File: config.mk
export PLATFORM = sky130hd
export DESIGN_NAME = ext_alu_datapath
export DESIGN_NICKNAME = d
export VERILOG_FILES = /design/src/core/ext_alu_pkg.sv /design/src/core/ext_alu_datapath.sv
export SDC_FILE = /design/constraint.sdc
export NUM_CORES = 1
export LEC_CHECK = 0
export ABC_AREA = 1
export BUFFER_PORTS_ARGS = -buffer_cell sky130_fd_sc_hd__clkbuf_2
export CORE_UTILIZATION = 40
export CTS_BUF_LIST = sky130_fd_sc_hd__clkbuf_4 sky130_fd_sc_hd__clkbuf_8 sky130_fd_sc_hd__clkbuf_16
export CTS_CLUSTER_SIZE = 25
export DETAILED_ROUTE_END_ITERATION = 10
export GPL_TIMING_DRIVEN = 0
export PLACE_DENSITY = 0.7
export REMOVE_ABC_BUFFERS = 1
export SLEW_MARGIN = 20
export SYNTH_ARGS = -nofsm -noshare
export SYNTH_HDL_FRONTEND = slang
export SYNTH_SLANG_ARGS = --single-unit
File: constraint.sdc
create_clock -name SYS_CLK_IN -period 5.3 [get_ports SYS_CLK_IN]
set_clock_uncertainty 0.1 [all_clocks]
set_input_delay 1.325 -clock SYS_CLK_IN [delete_from_list [all_inputs] [get_ports SYS_CLK_IN]]
set_output_delay 1.325 -clock SYS_CLK_IN [all_outputs]
set_load 0.02 [all_outputs]
File: src/core/ext_alu_pkg.sv
// package for the table-read and extended alu datapath
// assumes one core clock; decoder supplies one decoded operation at a time
package ext_alu_pkg;

   localparam int DMEM_ADDR_W = 16;
   localparam int PROG_ADDR_W = 16;
   localparam int PROG_DATA_W = 16;
   localparam int REG_ADDR_W  = 3;

   // software register offsets
   localparam logic [2:0] OFS_WORK   = 3'h0;
   localparam logic [2:0] OFS_FLAGS  = 3'h1;
   localparam logic [2:0] OFS_TPL    = 3'h2;
   localparam logic [2:0] OFS_TPH    = 3'h3;
   localparam logic [2:0] OFS_LATCH  = 3'h4;
   localparam logic [2:0] OFS_STATUS = 3'h5;

   // reset values
   localparam logic [7:0] RST_BYTE = 8'h00;

   // decimal adjust constants
   localparam logic [3:0] BCD_MAX_DIGIT = 4'h9;
   localparam logic [7:0] BCD_ADJ_LOW   = 8'h06;
   localparam logic [7:0] BCD_ADJ_HIGH  = 8'h60;

   // flag bit positions in the flags register
   localparam int FLAG_POS_CARRY  = 0;
   localparam int FLAG_POS_HALF   = 1;
   localparam int FLAG_POS_ZERO   = 2;
   localparam int FLAG_POS_WRAP   = 3;
   localparam int FLAG_POS_SIGNED = 4;

   typedef enum logic [4:0] {
      OP_TABLE_READ_PAGED,
      OP_TABLE_READ_LAST_PAGE,
      OP_TABLE_READ_PREINC_PAGED,
      OP_TABLE_READ_PREINC_LAST,
      OP_XOR_MEMORY,
      OP_XOR_IMMEDIATE,
      OP_ADD,
      OP_ADD_CARRY,
      OP_AND,
      OP_OR,
      OP_CLEAR,
      OP_CLEAR_BIT,
      OP_INVERT,
      OP_DECIMAL_ADJUST,
      OP_DECREMENT,
      OP_INCREMENT,
      OP_MOVE_TO_WORK,
      OP_MOVE_TO_MEMORY,
      OP_ROTATE_LEFT,
      OP_ROTATE_LEFT_CARRY
   } opcode_e;

   typedef struct packed {
      opcode_e                 code;
      logic [DMEM_ADDR_W-1:0]  addr;
      logic [2:0]              bit_sel;
      logic [7:0]              immediate;
      logic                    to_work;
   } op_s;

   typedef struct packed {
      logic signed_carry_flag;
      logic signed_wrap_flag;
      logic zero;
      logic half_carry;
      logic carry;
   } flags_s;

endpackage

File: src/core/ext_alu_datapath.sv
// execution datapath: table reads, exclusive-or, extended memory operations
// assumes program and data memory answer a read strobe one cycle later;
// decoder, memories and register port all run on SYS_CLK_IN
//
// Behaviour
// - paged table read: word at both pointer bytes, low to memory, high to latch
// - last-page table read: pointer low byte within last page, same stores
// - pre-increment pointer low byte, then paged table read
// - pre-increment pointer low byte, then last-page table read
// - exclusive-or with memory (result to work or memory) or immediate (result to work), zero only
// - extended operations take a full data address reaching every section
// - add with carry updates wrap, zero, half-carry, carry, signed carry
// - add without carry updates same five flags
// - bitwise and, zero flag only
// - bitwise or, zero flag only
// - clear byte or single bit, no flag change
// - invert operand to memory or work, zero flag updated
// - decimal adjust adds six per nibble over nine or carried, store memory
// - decimal adjust changes carry only, set when sum passed one hundred
// - decrement to memory or work, zero flag only
// - increment to memory or work, zero flag only
// - move between memory and work, no flags
// - rotate left, bit seven into bit zero, no flags
// - rotate left through carry, only carry changes
//
// The register addresses and the strobed register port were decided locally.
`timescale 1ns/1ps

module ext_alu_datapath #(
   parameter int DMEM_AW = ext_alu_pkg::DMEM_ADDR_W,
   parameter int PROG_AW = ext_alu_pkg::PROG_ADDR_W,
   parameter int PROG_DW = ext_alu_pkg::PROG_DATA_W
) (
   input  wire logic                                SYS_CLK_IN,
   input  wire logic                                RST_N_IN,
   input  wire logic                                CE_IN,
   input  wire logic                                OP_VALID_IN,
   input  wire ext_alu_pkg::op_s                    OP_IN,
   output logic                                     OP_READY_OUT,
   output logic                                     OP_DONE_OUT,
   output logic [PROG_AW-1:0]                       PROG_ADDR_OUT,
   output logic                                     PROG_RD_OUT,
   input  wire logic [PROG_DW-1:0]                  PROG_DATA_IN,
   output logic [DMEM_AW-1:0]                       DMEM_ADDR_OUT,
   output logic                                     DMEM_RD_OUT,
   input  wire logic [7:0]                          DMEM_RDATA_IN,
   output logic                                     DMEM_WR_OUT,
   output logic [7:0]                               DMEM_WDATA_OUT,
   input  wire logic [ext_alu_pkg::REG_ADDR_W-1:0]  REG_ADDR_IN,
   input  wire logic [7:0]                          REG_WDATA_IN,
   input  wire logic                                REG_WR_IN,
   input  wire logic                                REG_RD_IN,
   output logic [7:0]                               REG_RDATA_OUT,
   output logic [7:0]                               WORK_OUT,
   output ext_alu_pkg::flags_s                      FLAGS_OUT,
   output logic [7:0]                               TABLE_HIGH_OUT
);

   typedef enum logic [1:0] {ST_IDLE, ST_ISSUE, ST_EXEC} state_e;

   state_e              state;
   ext_alu_pkg::op_s    op;
   ext_alu_pkg::flags_s flags;
   logic [7:0]          working_register;
   logic [7:0]          table_pointer_low;
   logic [7:0]          table_pointer_high;
   logic [7:0]          table_read_high_latch;

   logic                accept;
   logic                is_table;
   logic                is_preinc;
   logic                is_last_page;
   logic [7:0]          next_pointer_low;
   logic [PROG_AW-1:0]  next_prog_addr;

   logic [7:0]          operand;
   logic [7:0]          result;
   ext_alu_pkg::flags_s next_flags;
   logic                write_work;
   logic                write_mem;
   logic [8:0]          sum;
   logic [4:0]          low_sum;
   logic                carry_into_top;
   logic                adj_low;
   logic                adj_high;

   assign OP_READY_OUT   = (state == ST_IDLE);
   assign accept         = CE_IN && OP_VALID_IN && (state == ST_IDLE);
   assign WORK_OUT       = working_register;
   assign FLAGS_OUT      = flags;
   assign TABLE_HIGH_OUT = table_read_high_latch;

   ////////////////////////////////////////////////////////////////////////////////
   // address generation for table reads

   always_comb begin
      is_table     = (OP_IN.code == ext_alu_pkg::OP_TABLE_READ_PAGED)
                  || (OP_IN.code == ext_alu_pkg::OP_TABLE_READ_LAST_PAGE)
                  || (OP_IN.code == ext_alu_pkg::OP_TABLE_READ_PREINC_PAGED)
                  || (OP_IN.code == ext_alu_pkg::OP_TABLE_READ_PREINC_LAST);
      is_preinc    = (OP_IN.code == ext_alu_pkg::OP_TABLE_READ_PREINC_PAGED)
                  || (OP_IN.code == ext_alu_pkg::OP_TABLE_READ_PREINC_LAST);
      is_last_page = (OP_IN.code == ext_alu_pkg::OP_TABLE_READ_LAST_PAGE)
                  || (OP_IN.code == ext_alu_pkg::OP_TABLE_READ_PREINC_LAST);
      next_pointer_low = is_preinc ? 8'(table_pointer_low + 8'h01) : table_pointer_low;
      if (is_last_page) begin
         // last page select
         // upper address bits all ones pick the final page of program memory
         next_prog_addr = {{(PROG_AW-8){1'b1}}, next_pointer_low};
      end else begin
         next_prog_addr = PROG_AW'({table_pointer_high, next_pointer_low});
      end
   end

   ////////////////////////////////////////////////////////////////////////////////
   // sequencing: accept, issue read, execute

   always_ff @(posedge SYS_CLK_IN) begin
      if (!RST_N_IN) begin
         state <= ST_IDLE;
         op    <= '0;
      end else if (CE_IN) begin
         case (state)
            ST_IDLE: begin
               if (OP_VALID_IN) begin
                  op    <= OP_IN;
                  state <= ST_ISSUE;
               end
            end
            ST_ISSUE: begin
               state <= ST_EXEC;
            end
            ST_EXEC: begin
               state <= ST_IDLE;
            end
            default: begin
               state <= ST_IDLE;
            end
         endcase
      end
   end

   // read strobes stand in ST_ISSUE; data arrives in ST_EXEC
   always_ff @(posedge SYS_CLK_IN) begin
      if (!RST_N_IN) begin
         PROG_RD_OUT   <= 1'b0;
         PROG_ADDR_OUT <= '0;
         DMEM_RD_OUT   <= 1'b0;
         DMEM_ADDR_OUT <= '0;
      end else if (CE_IN) begin
         PROG_RD_OUT <= accept && is_table;
         DMEM_RD_OUT <= accept && !is_table;
         if (accept) begin
            PROG_ADDR_OUT <= next_prog_addr;
            DMEM_ADDR_OUT <= DMEM_AW'(OP_IN.addr);
         end
      end
   end

   ////////////////////////////////////////////////////////////////////////////////
   // arithmetic and logic

   always_comb begin
      operand        = (op.code == ext_alu_pkg::OP_XOR_IMMEDIATE) ? op.immediate
                                                                  : DMEM_RDATA_IN;
      result         = operand;
      next_flags     = flags;
      write_work     = 1'b0;
      write_mem      = 1'b0;
      sum            = '0;
      low_sum        = '0;
      carry_into_top = 1'b0;
      adj_low        = 1'b0;
      adj_high       = 1'b0;
      case (op.code)
         ext_alu_pkg::OP_XOR_MEMORY, ext_alu_pkg::OP_XOR_IMMEDIATE: begin
            result          = working_register ^ operand;
            next_flags.zero = (result == 8'h00);
            write_work      = op.to_work || (op.code == ext_alu_pkg::OP_XOR_IMMEDIATE);
            write_mem       = !write_work;
         end
         ext_alu_pkg::OP_ADD, ext_alu_pkg::OP_ADD_CARRY: begin
            carry_into_top = (op.code == ext_alu_pkg::OP_ADD_CARRY) && flags.carry;
            low_sum = {1'b0, working_register[3:0]} + {1'b0, operand[3:0]}
                    + {4'h0, carry_into_top};
            sum     = {1'b0, working_register} + {1'b0, operand} + {8'h00, carry_into_top};
            result  = sum[7:0];
            next_flags.carry             = sum[8];
            next_flags.half_carry        = low_sum[4];
            next_flags.zero              = (result == 8'h00);
            // wrap when both operands share a sign that the result lacks
            next_flags.signed_wrap_flag  = (working_register[7] == operand[7])
                                        && (result[7] != operand[7]);
            next_flags.signed_carry_flag = next_flags.signed_wrap_flag ^ result[7];
            write_work = op.to_work;
            write_mem  = !op.to_work;
         end
         ext_alu_pkg::OP_AND: begin
            result          = working_register & operand;
            next_flags.zero = (result == 8'h00);
            write_work      = op.to_work;
            write_mem       = !op.to_work;
         end
         ext_alu_pkg::OP_OR: begin
            result          = working_register | operand;
            next_flags.zero = (result == 8'h00);
            write_work      = op.to_work;
            write_mem       = !op.to_work;
         end
         ext_alu_pkg::OP_CLEAR: begin
            result    = ext_alu_pkg::RST_BYTE;
            write_mem = 1'b1;
         end
         ext_alu_pkg::OP_CLEAR_BIT: begin
            result              = operand;
            result[op.bit_sel]  = 1'b0;
            write_mem           = 1'b1;
         end
         ext_alu_pkg::OP_INVERT: begin
            result          = ~operand;
            next_flags.zero = (result == 8'h00);
            write_work      = op.to_work;
            write_mem       = !op.to_work;
         end
         ext_alu_pkg::OP_DECIMAL_ADJUST: begin
            adj_low  = (working_register[3:0] > ext_alu_pkg::BCD_MAX_DIGIT) || flags.half_carry;
            adj_high = (working_register[7:4] > ext_alu_pkg::BCD_MAX_DIGIT) || flags.carry;
            sum      = {1'b0, working_register}
                     + {1'b0, (adj_low  ? ext_alu_pkg::BCD_ADJ_LOW  : 8'h00)}
                     + {1'b0, (adj_high ? ext_alu_pkg::BCD_ADJ_HIGH : 8'h00)};
            result   = sum[7:0];
            next_flags.carry = flags.carry || adj_high || sum[8];
            write_mem        = 1'b1;
         end
         ext_alu_pkg::OP_DECREMENT: begin
            result          = 8'(operand - 8'h01);
            next_flags.zero = (result == 8'h00);
            write_work      = op.to_work;
            write_mem       = !op.to_work;
         end
         ext_alu_pkg::OP_INCREMENT: begin
            result          = 8'(operand + 8'h01);
            next_flags.zero = (result == 8'h00);
            write_work      = op.to_work;
            write_mem       = !op.to_work;
         end
         ext_alu_pkg::OP_MOVE_TO_WORK: begin
            result     = operand;
            write_work = 1'b1;
         end
         ext_alu_pkg::OP_MOVE_TO_MEMORY: begin
            result    = working_register;
            write_mem = 1'b1;
         end
         ext_alu_pkg::OP_ROTATE_LEFT: begin
            result     = {operand[6:0], operand[7]};
            write_work = op.to_work;
            write_mem  = !op.to_work;
         end
         ext_alu_pkg::OP_ROTATE_LEFT_CARRY: begin
            result           = {operand[6:0], flags.carry};
            next_flags.carry = operand[7];
            write_work       = op.to_work;
            write_mem        = !op.to_work;
         end
         default: begin
            // table reads: low byte of the program word goes to data memory
            result    = PROG_DATA_IN[7:0];
            write_mem = 1'b1;
         end
      endcase
   end

   ////////////////////////////////////////////////////////////////////////////////
   // state registers; the datapath wins over a software write in the same cycle

   always_ff @(posedge SYS_CLK_IN) begin
      if (!RST_N_IN) begin
         working_register <= ext_alu_pkg::RST_BYTE;
      end else if (CE_IN) begin
         if (state == ST_EXEC && write_work) begin
            working_register <= result;
         end else if (REG_WR_IN && REG_ADDR_IN == ext_alu_pkg::OFS_WORK) begin
            working_register <= REG_WDATA_IN;
         end
      end
   end

   always_ff @(posedge SYS_CLK_IN) begin
      if (!RST_N_IN) begin
         flags <= '0;
      end else if (CE_IN) begin
         if (state == ST_EXEC) begin
            flags <= next_flags;
         end else if (REG_WR_IN && REG_ADDR_IN == ext_alu_pkg::OFS_FLAGS) begin
            flags <= REG_WDATA_IN[4:0];
         end
      end
   end

   always_ff @(posedge SYS_CLK_IN) begin
      if (!RST_N_IN) begin
         table_pointer_low <= ext_alu_pkg::RST_BYTE;
      end else if (CE_IN) begin
         if (accept && is_preinc) begin
            table_pointer_low <= next_pointer_low;
         end else if (REG_WR_IN && REG_ADDR_IN == ext_alu_pkg::OFS_TPL) begin
            table_pointer_low <= REG_WDATA_IN;
         end
      end
   end

   always_ff @(posedge SYS_CLK_IN) begin
      if (!RST_N_IN) begin
         table_pointer_high <= ext_alu_pkg::RST_BYTE;
      end else if (CE_IN && REG_WR_IN && REG_ADDR_IN == ext_alu_pkg::OFS_TPH) begin
         table_pointer_high <= REG_WDATA_IN;
      end
   end

   always_ff @(posedge SYS_CLK_IN) begin
      if (!RST_N_IN) begin
         table_read_high_latch <= ext_alu_pkg::RST_BYTE;
      end else if (CE_IN && state == ST_EXEC && PROG_RD_OUT == 1'b0
                   && op.code inside {ext_alu_pkg::OP_TABLE_READ_PAGED,
                                      ext_alu_pkg::OP_TABLE_READ_LAST_PAGE,
                                      ext_alu_pkg::OP_TABLE_READ_PREINC_PAGED,
                                      ext_alu_pkg::OP_TABLE_READ_PREINC_LAST}) begin
         table_read_high_latch <= 8'(PROG_DATA_IN[PROG_DW-1:8]);
      end
   end

   // memory write and completion, one cycle after ST_EXEC
   always_ff @(posedge SYS_CLK_IN) begin
      if (!RST_N_IN) begin
         DMEM_WR_OUT    <= 1'b0;
         DMEM_WDATA_OUT <= ext_alu_pkg::RST_BYTE;
         OP_DONE_OUT    <= 1'b0;
      end else if (CE_IN) begin
         DMEM_WR_OUT <= (state == ST_EXEC) && write_mem;
         OP_DONE_OUT <= (state == ST_EXEC);
         if (state == ST_EXEC) begin
            DMEM_WDATA_OUT <= result;
         end
      end
   end

   ////////////////////////////////////////////////////////////////////////////////
   // software read port

   always_ff @(posedge SYS_CLK_IN) begin
      if (!RST_N_IN) begin
         REG_RDATA_OUT <= ext_alu_pkg::RST_BYTE;
      end else if (CE_IN) begin
         if (!REG_RD_IN) begin
            REG_RDATA_OUT <= 8'h00;
         end else if (REG_ADDR_IN == ext_alu_pkg::OFS_WORK) begin
            REG_RDATA_OUT <= working_register;
         end else if (REG_ADDR_IN == ext_alu_pkg::OFS_FLAGS) begin
            REG_RDATA_OUT <= {3'h0, flags};
         end else if (REG_ADDR_IN == ext_alu_pkg::OFS_TPL) begin
            REG_RDATA_OUT <= table_pointer_low;
         end else if (REG_ADDR_IN == ext_alu_pkg::OFS_TPH) begin
            REG_RDATA_OUT <= table_pointer_high;
         end else if (REG_ADDR_IN == ext_alu_pkg::OFS_LATCH) begin
            REG_RDATA_OUT <= table_read_high_latch;
         end else if (REG_ADDR_IN == ext_alu_pkg::OFS_STATUS) begin
            REG_RDATA_OUT <= {7'h00, (state != ST_IDLE)};
         end else begin
            REG_RDATA_OUT <= 8'h00;
         end
      end
   end

endmodule

# [Word level (Yosys, flattened, before mapping)]
# Index checks and enable logic that the tools add are counted.
[classes] n_addsub=9 magnitude_cmp=4 n_eq_ne=35 muxes=29 bitwise=8 reduce_logical=59
[op_table] cell="$pmux 8 s14" n=1
[op_table] cell="$mux 8" n=12
[op_table] cell="$logic_not 8->1" n=7
[op_table] cell="$eq 5x4->1 const B" n=8
[op_table] cell="$eq 5x2->1 const B" n=4
[op_table] cell="$eq 5x3->1 const B" n=4
[op_table] cell="$eq 5x5->1 const B" n=4
[op_table] cell="$logic_and 1x1->1" n=18
[op_table] cell="$add 8x1->8 const B" n=2
[op_table] cell="$and 8x8->8" n=2
[op_table] cell="$mux 16" n=1
[op_table] cell="$not 8->8" n=2
[op_table] cell="$reduce_and 3->1" n=4
[op_table] cell="$eq 5x1->1 const B" n=2
[op_table] cell="$logic_not 5->1" n=2
[op_table] cell="$logic_or 1x1->1" n=10
[op_table] cell="$mux 5" n=2
[op_table] cell="$reduce_and 2->1" n=5
[op_table] cell="$add 8x3->9" n=1
[op_table] cell="$add 8x8->9" n=1
[op_table] cell="$add 9x1->9" n=1
[op_table] cell="$add 9x7->9" n=1
[op_table] cell="$pmux 1 s3" n=3
[op_table] cell="$reduce_or 9->1" n=1
[op_table] cell="34 further kinds" n=46
[totals] reg_bits=108 inputBits=74 out_inout_bits=74

# [Longest topological paths before layout]
# Gate-level depths: netlist (run 1).
[depth] depth_word=9 depth_mapped=20

# [Worst setup path before layout (run 1)]
# OpenSTA, ideal clock, no wires.
[synth_timing] kind="input to register" from="input port DMEM_RDATA_IN[0]" to="register flags (netlist bit FLAGS_OUT[2])" setup_time_ns=0.132 t_arrival_ns=3.141 t_required_ns=5.068 setup_slack_ns=1.927 stages=16 cell_sequence="inv_1 > nand2_4 > nand2_4 > fa_1 > fa_1 > inv_1 > nand3_1 > nand2_1 > xor2_1 > nor2_1 > nand3_1 > nor2_1 > nor2_1 > nand4_1 > nand2_1 > a21oi_1"
[synth_between] elab_chain_cells=6
[synth_lines] element="start, declared" line="ext_alu_datapath.sv:46" rtl="input wire logic [7:0] DMEM_RDATA_IN,"
[synth_lines] element="$mux 8 (*)" line="ext_alu_datapath.sv:164" rtl="operand = (op.code == ext_alu_pkg::OP_XOR_IMMEDIATE) ? op.immediate"
[synth_lines] element="$add 8x8->9" line="ext_alu_datapath.sv:186" rtl="sum = {1'b0, working_register} + {1'b0, operand} + {8'h00, carry_into_top};"
[synth_lines] element="$add 9x1->9" line="ext_alu_datapath.sv:186"
[synth_lines] element="$logic_not 8->1" line="ext_alu_datapath.sv:190" rtl="next_flags.zero = (result == 8'h00);"
[synth_lines] element="$pmux 1 s7 (*)" line="ext_alu_datapath.sv:175" rtl="case (op.code)"
[synth_lines] element="$mux 5 (*)" line="ext_alu_datapath.sv:293" rtl="if (state == ST_EXEC) begin"
[synth_lines] element="end signal, assigned" line="ext_alu_datapath.sv:294" rtl="flags <= next_flags;"
[synth_lines] element="end signal, assigned" line="ext_alu_datapath.sv:296" rtl="flags <= REG_WDATA_IN[4:0];"
[synth_lines] element="end, declared" line="ext_alu_datapath.sv:63" rtl="ext_alu_pkg::flags_s flags;"
# Mark *: on every way between the ends. The rest lies on a longest branch, timed or not.
# A chain may end at the register's enable or synchronous reset.

# [Worst setup path after layout (run 1)]
[layout_timing] from="input port CE_IN" to="register table_pointer_low[1]"
[layout_between] elab_chain_cells=5
[layout_lines] element="start, declared" line="ext_alu_datapath.sv:36" rtl="input wire logic CE_IN,"
[layout_lines] element="$logic_and 1x1->1 (2 in series)" line="ext_alu_datapath.sv:88" rtl="assign accept = CE_IN && OP_VALID_IN && (state == ST_IDLE);"
[layout_lines] element="$logic_and 1x1->1" line="ext_alu_datapath.sv:305" rtl="if (accept && is_preinc) begin"
[layout_lines] element="$reduce_bool 2->1 (no line)"
[layout_lines] element="$reduce_and 2->1 (no line)"
[layout_lines] element="end signal, assigned" line="ext_alu_datapath.sv:303" rtl="table_pointer_low <= ext_alu_pkg::RST_BYTE;"
[layout_lines] element="end signal, assigned" line="ext_alu_datapath.sv:306" rtl="table_pointer_low <= next_pointer_low;"
[layout_lines] element="end, declared" line="ext_alu_datapath.sv:65" rtl="logic [7:0] table_pointer_low;"
# Several ways; a longest one is shown, not always the timed one.

==> results.py, run 1 <==
metrics = {
    "status": {
        "outcome": "complete, no violations",
    },
    "yosys": {
        "ys.warnings.count": 0,
        "ys_seq_area_share_pct": 31.9,
        "synth-simple-area-share_pct": 30.8,
        "synth_xor_area_share_pct": 1.42,
        "syn_area_sq_um": 6780,
        "synth-seq-cells": 108,
        "synth_enable_flop_cells": 0,
        "synth_most_common_cell": "nand2_1",
        "yosysUniqueCellTypes": 48,
        "yosysTopAreaCell": "dfxtp_1",
        "synth_fa_ha_area_share_pct": 4.94,
        "yosys-top-cells-count": "184 x nand2_1, 123 x nor2_1, 118 x o21ai_0",
        "synth_top_family_by_area": "simple AND/OR/NAND/NOR gates",
        "synth_flop_cell": "dfxtp_1",
        "yosysTopAreaCellShare_pct": 31.9,
        "synthMuxAreaShare_pct": 0,
        "synth_area_leaders": "dfxtp_1 32%, nand2_1 10%, o21ai_0 8.7%",
        "synthArstFlopShare_pct": 0,
        "syn_inst": 1026,
        "synth_compound_area_share_pct": 22.5,
        "synth.avg_cell_area_sq_um": 6.61,
    },
    "timing": {
        "finalHoldViolCount": 0,
        "slew_violations": 0,
        "max_freq_ghz": 0.254,
        "slew_headroom_pct": 44.4,
        "finalCritPeriodShare_pct": 74.2,
        "setup_viol": 0,
        "rsz0062_at_grt": "false",
        "period_needed_ns": 3.94,
        "max_slew.worst_pin.slew_ns": 0.832,
        "finalHoldWorstSlack_ns": 0.362,
    },
    "cts": {
        "cts-root-buf": "clkbuf_16",
        "cts_buffer_depth": 2,
        "cts_resized": 0,
        "cts_setup_buffers": 0,
        "clk_latency_ns": 0.37,
        "cts.hold.buffers_added": 0,
        "numCtsBuffers": 9,
        "cts_max_level": 3,
        "clkSinkCount": 108,
        "cts_tree": "built",
        "cts.clk_slew.worst_paths_ns": 0.09,
    },
    "critical_path": {
        "r2r-end": "FLAGS_OUT[2]",
        "r2r.worst_path.cells": 18,
        "r2r-start": "op[28]",
        "endpoint_kind": "register",
        "crit_arrival_ns": 4.11,
        "crit_path_max_fanout": 49,
        "critical_path_required_ns": 5.48,
        "worstSetupPathType": "input pin to register",
        "startpoint_type": "input pin",
        "reg2reg_slack_ns": 1.74,
    },
    "power_and_ir_drop": {
        "combPwrFrac_pct": 20.2,
        "power.leakage_uw": 0.00364,
        "p_int_uw": 1360,
        "power_frac_seq_pct": 43.5,
        "ir_drop_mv": 0.168,
        "power_frac_clock_pct": 36.4,
        "power_switching_uw": 656,
        "p_sw_share_pct": 32.5,
        "powerDensity_nw_per_um2": 252,
    },
    "routing": {
        "first_pass_iters": 6,
        "viasPerCell": 5.47,
        "drc_errors": 0,
        "postRouteAntennaNets": 0,
        "wl_um": 23900,
        "via_count": 7534,
        "drtIter0Drc": 635,
        "routedWlPerCell_um": 17.3,
    },
    "floorplanning": {
        "core_area_sq_um": 16600,
        "io_pins": 148,
        "die_h_um": 132,
        "rows": 47,
        "initial_core_util_pct": 40.9,
        "dieArea_sq_um": 17500,
        "die_w_um": 132,
    },
    "global_route": {
        "grt_pass1_wl_um": 37700,
        "gr-total-overflow": 0,
        "grt_pass1_vias": 6947,
        "grt_max_degree": 66,
        "antenna_found_initial": 0,
        "grt.total_usage_pct": 27.5,
    },
    "worst_hold_path": {
        "min_path_type": "register to register",
        "min_from": "op[1]",
        "min_delay_worst_endpoint": "op[1]",
        "min_delay_path_depth": 2,
    },
    "layout": {
        "fin_nets": 1252,
        "seq_area_sq_um": 2160,
        "drive_gt1_share_pct": 19.9,
        "multiInputGateArea_sq_um": 4050,
        "antenna_cells": 0,
        "post-route-util_pct": 48.4,
        "fillers": 1765,
        "area_delta_synth_final_pct": 18.4,
    },
    "flow_run": {
        "max-cap-violations": 0,
    },
    "placed_design": {
        "place.gp.congestion": 1.01,
        "dpl.hpwl_um": 18300,
        "io_buffers": 147,
    },
}
cell type report:
cell class / instances / share of cell area, %
tap: 220 / 3.43
inverter: 114 / 5.38
clock buffer: 10 / 2.98
sequential: 108 / 26.9
multi-input combinational: 771 / 50.5
timing repair buffer: 149 / 9.79
clock inverter: 6 / 1.04
worst max-delay path by stage:
stage	from	slack, ns	end	cells past startpoint
finish	CE_IN	1.36	table_pointer_low[1]	10
global placement	CE_IN	-0.43	table_pointer_low[3]	9
global route	CE_IN	0.98	table_pointer_low[1]	10
floorplan	OP_VALID_IN	1.37	table_pointer_low[1]	8
detailed placement	CE_IN	1.06	table_pointer_low[1]	10
CTS	CE_IN	1.44	table_pointer_low[1]	10
kinds of logic after synthesis:
| logic type | count (synthesis) |
|---|---|
| buffers and inverters | 147 |
| AOI/OAI and AO/OA | 275 |
| and+or+nand+nor | 460 |
| DFF | 108 |
| adders and majority gates | 25 |
| xor gates and xnor gates | 11 |
flip-flops by register name, summed over array words and instances (netlist names):
signal and cells:
PROG_RD_OUT 1, DMEM_WDATA_OUT 8, table_pointer_high 8, REG_RDATA_OUT 8, TABLE_HIGH_OUT 8, PROG_ADDR_OUT 16, op 17, table_pointer_low 8
DMEM_WR_OUT 1, DMEM_RD_OUT 1, OP_DONE_OUT 1, FLAGS_OUT 5, DMEM_ADDR_OUT 16, WORK_OUT 8, state 2
through the flow:
stage	total power (uW)	worst slack, ns	setup TNS (ns)	instances	cell area [sq um]
2_1_floorplan	1130	1.37	0	993	6640
3_3_place_gp	1290	-0.434	-2.69	1360	7650
3_5_place_dp	1300	1.06	0	1362	7710
4_1_cts	2020	1.44	0	1378	8030
5_1_grt	2110	0.981	0	1378	8030
6_report	2020	1.36	0	1378	8030
power groups by stage:
stage / clock network, uW / logic, uW / registers, uW
floorplan: 0 / 216 / 919
global placement: 0 / 396 / 896
detailed placement: 0 / 401 / 897
CTS: 744 / 402 / 878
global route: 776 / 448 / 883
finish: 735 / 408 / 878
layer usage:
metal  part of all wire (%)  vias to the layer above  wire length [um]  global-route usage [%]
met4                    1.8                        0               423                    8.68
met1                     45                     3442             10600                    36.8
met3                    7.6                       36              1800                    3.88
met2                     46                      344             11000                    45.4
li1                       -                     3712                 -                       -
met5                      0                        -                 0                       0
worst max-delay path, cell delays in order:
cell	delay, ns
clkbuf_2	0.20
nand3_2	0.31
buf_12	0.29
inv_2	0.62
nand2_1	0.15
nor2_1	0.44
inv_1	0.31
nand2_1	0.23
nor2_1	0.06
nor4_1	0.14
cell usage in the layout (no fill, tap or decap), types with 10 or more instances in the layout:
| cell type | n |
|---|---|
| a21oi_1 | 95 |
| a31oi_1 | 17 |
| clkbuf_2 | 146 |
| dfxtp_1 | 108 |
| ha_1 | 22 |
| inv_1 | 102 |
| nand2_1 | 184 |
| nand2_2 | 14 |
| nand3_1 | 62 |
| nand4_1 | 20 |
| nor2_1 | 123 |
| nor2_2 | 10 |
| nor3_1 | 17 |
| o211ai_1 | 15 |
| o21ai_0 | 118 |
| or2_2 | 13 |
Power figures use the tool's default switching activity.
==> run 2, diff against run 1 <==
--- a/config.mk
+++ b/config.mk
@@ -5,14 +5,14 @@
 export SDC_FILE = /design/constraint.sdc
 export NUM_CORES = 1
 export LEC_CHECK = 0
-export ABC_AREA = 1
+export ABC_AREA = 0
 export BUFFER_PORTS_ARGS = -buffer_cell sky130_fd_sc_hd__clkbuf_2
 export CORE_UTILIZATION = 40
 export CTS_BUF_LIST = sky130_fd_sc_hd__clkbuf_4 sky130_fd_sc_hd__clkbuf_8 sky130_fd_sc_hd__clkbuf_16
 export CTS_CLUSTER_SIZE = 25
 export DETAILED_ROUTE_END_ITERATION = 10
 export GPL_TIMING_DRIVEN = 0
-export PLACE_DENSITY = 0.7
+export PLACE_DENSITY = 0.72
 export REMOVE_ABC_BUFFERS = 1
 export SLEW_MARGIN = 20
 export SYNTH_ARGS = -nofsm -noshare
==> constraint.sdc (replaced) <==
create_clock -name SYS_CLK_IN -period 3.35 [get_ports SYS_CLK_IN]
set_clock_uncertainty 0.1 [all_clocks]
set_input_delay 0.8375 -clock SYS_CLK_IN [delete_from_list [all_inputs] [get_ports SYS_CLK_IN]]
set_output_delay 0.8375 -clock SYS_CLK_IN [all_outputs]
set_load 0.02 [all_outputs]
==> run 2 against run 1 <==
  * Worst setup slack got worse by 1.3 ns
  * Synthesized cell count shrank 7.9%
  * Clock power rose by 39%
  * Critical path type is now register to register
  * Cell count fell by 5.9%
  * Hold slack worse by 0.0086 ns
==> results.py, run 2 <==
metrics = {
    "status": {
        "outcome": "complete, no violations",
    },
    "power_and_ir_drop": {
        "power.leakage_uw": 0.00351,
        "power_switching_uw": 950,
        "power_frac_seq_pct": 45.5,
        "ir_drop_mv": 0.263,
        "p_sw_share_pct": 31.5,
        "combPwrFrac_pct": 20.6,
        "powerDensity_nw_per_um2": 342,
        "power_frac_clock_pct": 33.9,
        "p_int_uw": 2070,
    },
    "layout": {
        "regMostFlops": "op",
        "multiInputGateArea_sq_um": 4970,
        "seq_area_sq_um": 2180,
        "area_delta_synth_final_pct": 20.3,
        "drive_gt1_share_pct": 25.6,
        "layout.cells.non_filler": 1297,
        "fin_nets": 1163,
        "reg_top3": "op (17), DMEM_ADDR_OUT (16), PROG_ADDR_OUT (16)",
        "layout_commonest_cell": "clkbuf_2",
        "post-route-util_pct": 49.2,
        "largest_reg_flops": 17,
        "antenna_cells": 0,
        "fin_area_sq_um": 8840,
        "fillers": 1809,
        "final_cell_mix": "147 x clkbuf_2, 115 x nand2_1, 103 x dfxtp_1",
    },
    "global_route": {
        "use_met1_pct": 39.9,
        "antenna_found_initial": 0,
        "gr-total-overflow": 0,
        "grt.total_usage_pct": 28.4,
        "use_met3_pct": 4.42,
        "grt_pass1_vias": 7181,
        "met2_usage_pct": 43.4,
        "grt_max_degree": 65,
        "grt_pass1_wl_um": 40700,
        "grt-busiest-layer": "met2",
    },
    "routing": {
        "wl_um": 26600,
        "drc_errors": 0,
        "via_count": 7795,
        "viasPerCell": 6.01,
        "first_pass_iters": 10,
        "postRouteAntennaNets": 0,
        "drtIter0Drc": 948,
        "routedWlPerCell_um": 20.5,
    },
    "timing": {
        "max_slew.worst_pin.slew_ns": 1.03,
        "setup_viol": 0,
        "finalCritPeriodShare_pct": 99.3,
        "rsz0062_at_grt": "true",
        "period_needed_ns": 3.33,
        "tns_ns": 0,
        "finalHoldViolCount": 0,
        "slew_violations": 0,
        "slew_headroom_pct": 30.4,
        "max_freq_ghz": 0.301,
    },
    "critical_path": {
        "reg2reg_slack_ns": 0.02,
        "endpoint_kind": "register",
        "crit_path_max_fanout": 4,
        "critical_path_required_ns": 3.51,
        "startpoint_type": "register",
        "worstSetupPathType": "register to register",
        "crit_arrival_ns": 3.49,
    },
    "yosys": {
        "synth_compound_area_share_pct": 25.8,
        "synthMuxAreaShare_pct": 5.84,
        "synth_enable_flop_cells": 0,
        "synth.avg_cell_area_sq_um": 7.78,
        "yosys-top-cells-count": "117 x nand2_1, 108 x dfxtp_1, 98 x a21oi_1",
        "synth-seq-cells": 108,
        "synth_fa_ha_area_share_pct": 4.56,
        "synth_top_family_by_area": "compound AO/OA/AOI/OAI gates",
        "syn_inst": 945,
        "ys_seq_area_share_pct": 29.4,
        "yosysTopAreaCellShare_pct": 29.4,
        "synth_area_leaders": "dfxtp_1 29%, a21oi_1 6.7%, nand2_1 6.0%",
        "yosysTopAreaCell": "dfxtp_1",
        "syn_area_sq_um": 7350,
        "synth-simple-area-share_pct": 25.2,
        "synth_most_common_cell": "nand2_1",
        "synthArstFlopShare_pct": 0,
        "synth_flop_cell": "dfxtp_1",
        "yosysUniqueCellTypes": 92,
        "ys.warnings.count": 0,
        "synth_xor_area_share_pct": 2.98,
    },
    "floorplanning": {
        "io_pins": 148,
        "dieArea_sq_um": 18900,
        "die_h_um": 138,
        "initial_core_util_pct": 40.9,
        "core_area_sq_um": 18000,
        "rows": 49,
        "die_w_um": 138,
    },
    "cts": {
        "clkSinkCount": 108,
        "cts.hold.buffers_added": 0,
        "cts_buffer_depth": 2,
        "numCtsBuffers": 9,
        "cts_max_level": 3,
        "cts_tree": "built",
        "cts-root-buf": "clkbuf_16",
        "clk_latency_ns": 0.37,
        "cts.clk_slew.worst_paths_ns": 0.08,
    },
    "placed_design": {
        "place_area_sq_um": 8120,
        "place.gp.congestion": 0.989,
        "io_buffers": 147,
        "dp.cells": 1256,
        "dpl.hpwl_um": 19100,
    },
    "worst_hold_path": {
        "min_path_type": "register to register",
    },
    "flow_run": {
        "max-cap-violations": 0,
    },
}
[run 2: cell count changes in the layout (fill, tap and decap cells not counted), sizes merged, moves of 11 or more]
cell / previous run / this run
a211oi: 2 / 22
a31oi: 17 / 6
and3: 0 / 11
buf: 2 / 28
inv: 113 / 38
mux2i: 0 / 38
nand2: 201 / 118
nand2b: 0 / 13
nand3: 65 / 34
nor2: 137 / 97
o21ai: 123 / 39
xnor2: 2 / 16
[run 2: logic make-up (layout without fill, tap and decap cells)]
family / Yosys count / count (layout)
DFF: 108 / 108
and+or+nand+nor: 368 / 368
adders and majority gates: 25 / 25
muxes: 39 / 39
AOI/OAI and AO/OA: 275 / 275
buffers and inverters: 105 / 228
xor gates and xnor gates: 25 / 25
[run 2: power groups by stage]
stage / registers [uW] / logic (uW) / clock network [uW]
6_report: 1370 / 623 / 1020
5_1_grt: 1380 / 669 / 1090
4_1_cts: 1370 / 600 / 1040
3_5_place_dp: 1420 / 541 / 0
3_3_place_gp: 1420 / 534 / 0
2_1_floorplan: 1440 / 294 / 0
[run 2: final timing paths]
kind,cells past startpoint,startpoint,to
hold reg to reg,2,DMEM_ADDR_OUT[2],DMEM_ADDR_OUT[2]
setup / recovery,12,op[32],WORK_OUT[1]
setup reg to reg,12,op[32],WORK_OUT[1]
hold / removal,2,DMEM_ADDR_OUT[2],DMEM_ADDR_OUT[2]
[run 2: final cells by class]
cell class,count,area share [%]
Multi-Input combinational cell,732,56.3
Inverter,38,1.64
Sequential cell,108,24.7
Clock buffer,10,2.63
Clock inverter,5,0.410
Tap cell,229,3.24
Timing Repair Buffer,175,11.2
[run 2: layer usage]
layer	vias to the layer above	wire, um
met3	52	2470
met2	402	11800
met5	-	0
met1	3671	11600
li1	3670	-
met4	0	651
[run 2: metrics by stage]
step | power, uW | setup WS, ns | hold slack [ns]
CTS | 3010 | 0.00943 | 0.355
detailed placement | 1960 | -1.70 | 0.346
finish | 3020 | 0.0241 | 0.353
global route | 3130 | -0.0534 | 0.370
floorplan | 1730 | -0.813 | 0.336
global placement | 1950 | -2.17 | 0.342
[run 2: timing repair]
action / 4_1_cts / 5_1_grt
endpoints found under the setup margin: 21 / 9
buffers inserted: 23 / 3
pin swaps: 11 / 6
resized for setup: 35 / 19
[run 2: worst max-delay path, stage by stage (launching register included)]
cell and delay (ns):
dfxtp_4 0.36, buf_12 0.13, nor4bb_4 0.31, buf_4 0.19, nand3_2 0.08, fa_2 0.38, fa_2 0.57, a2bb2oi_2 0.17
o221a_2 0.21, nand4_1 0.12, o32ai_2 0.36, o21ai_1 0.08, and3_1 0.18
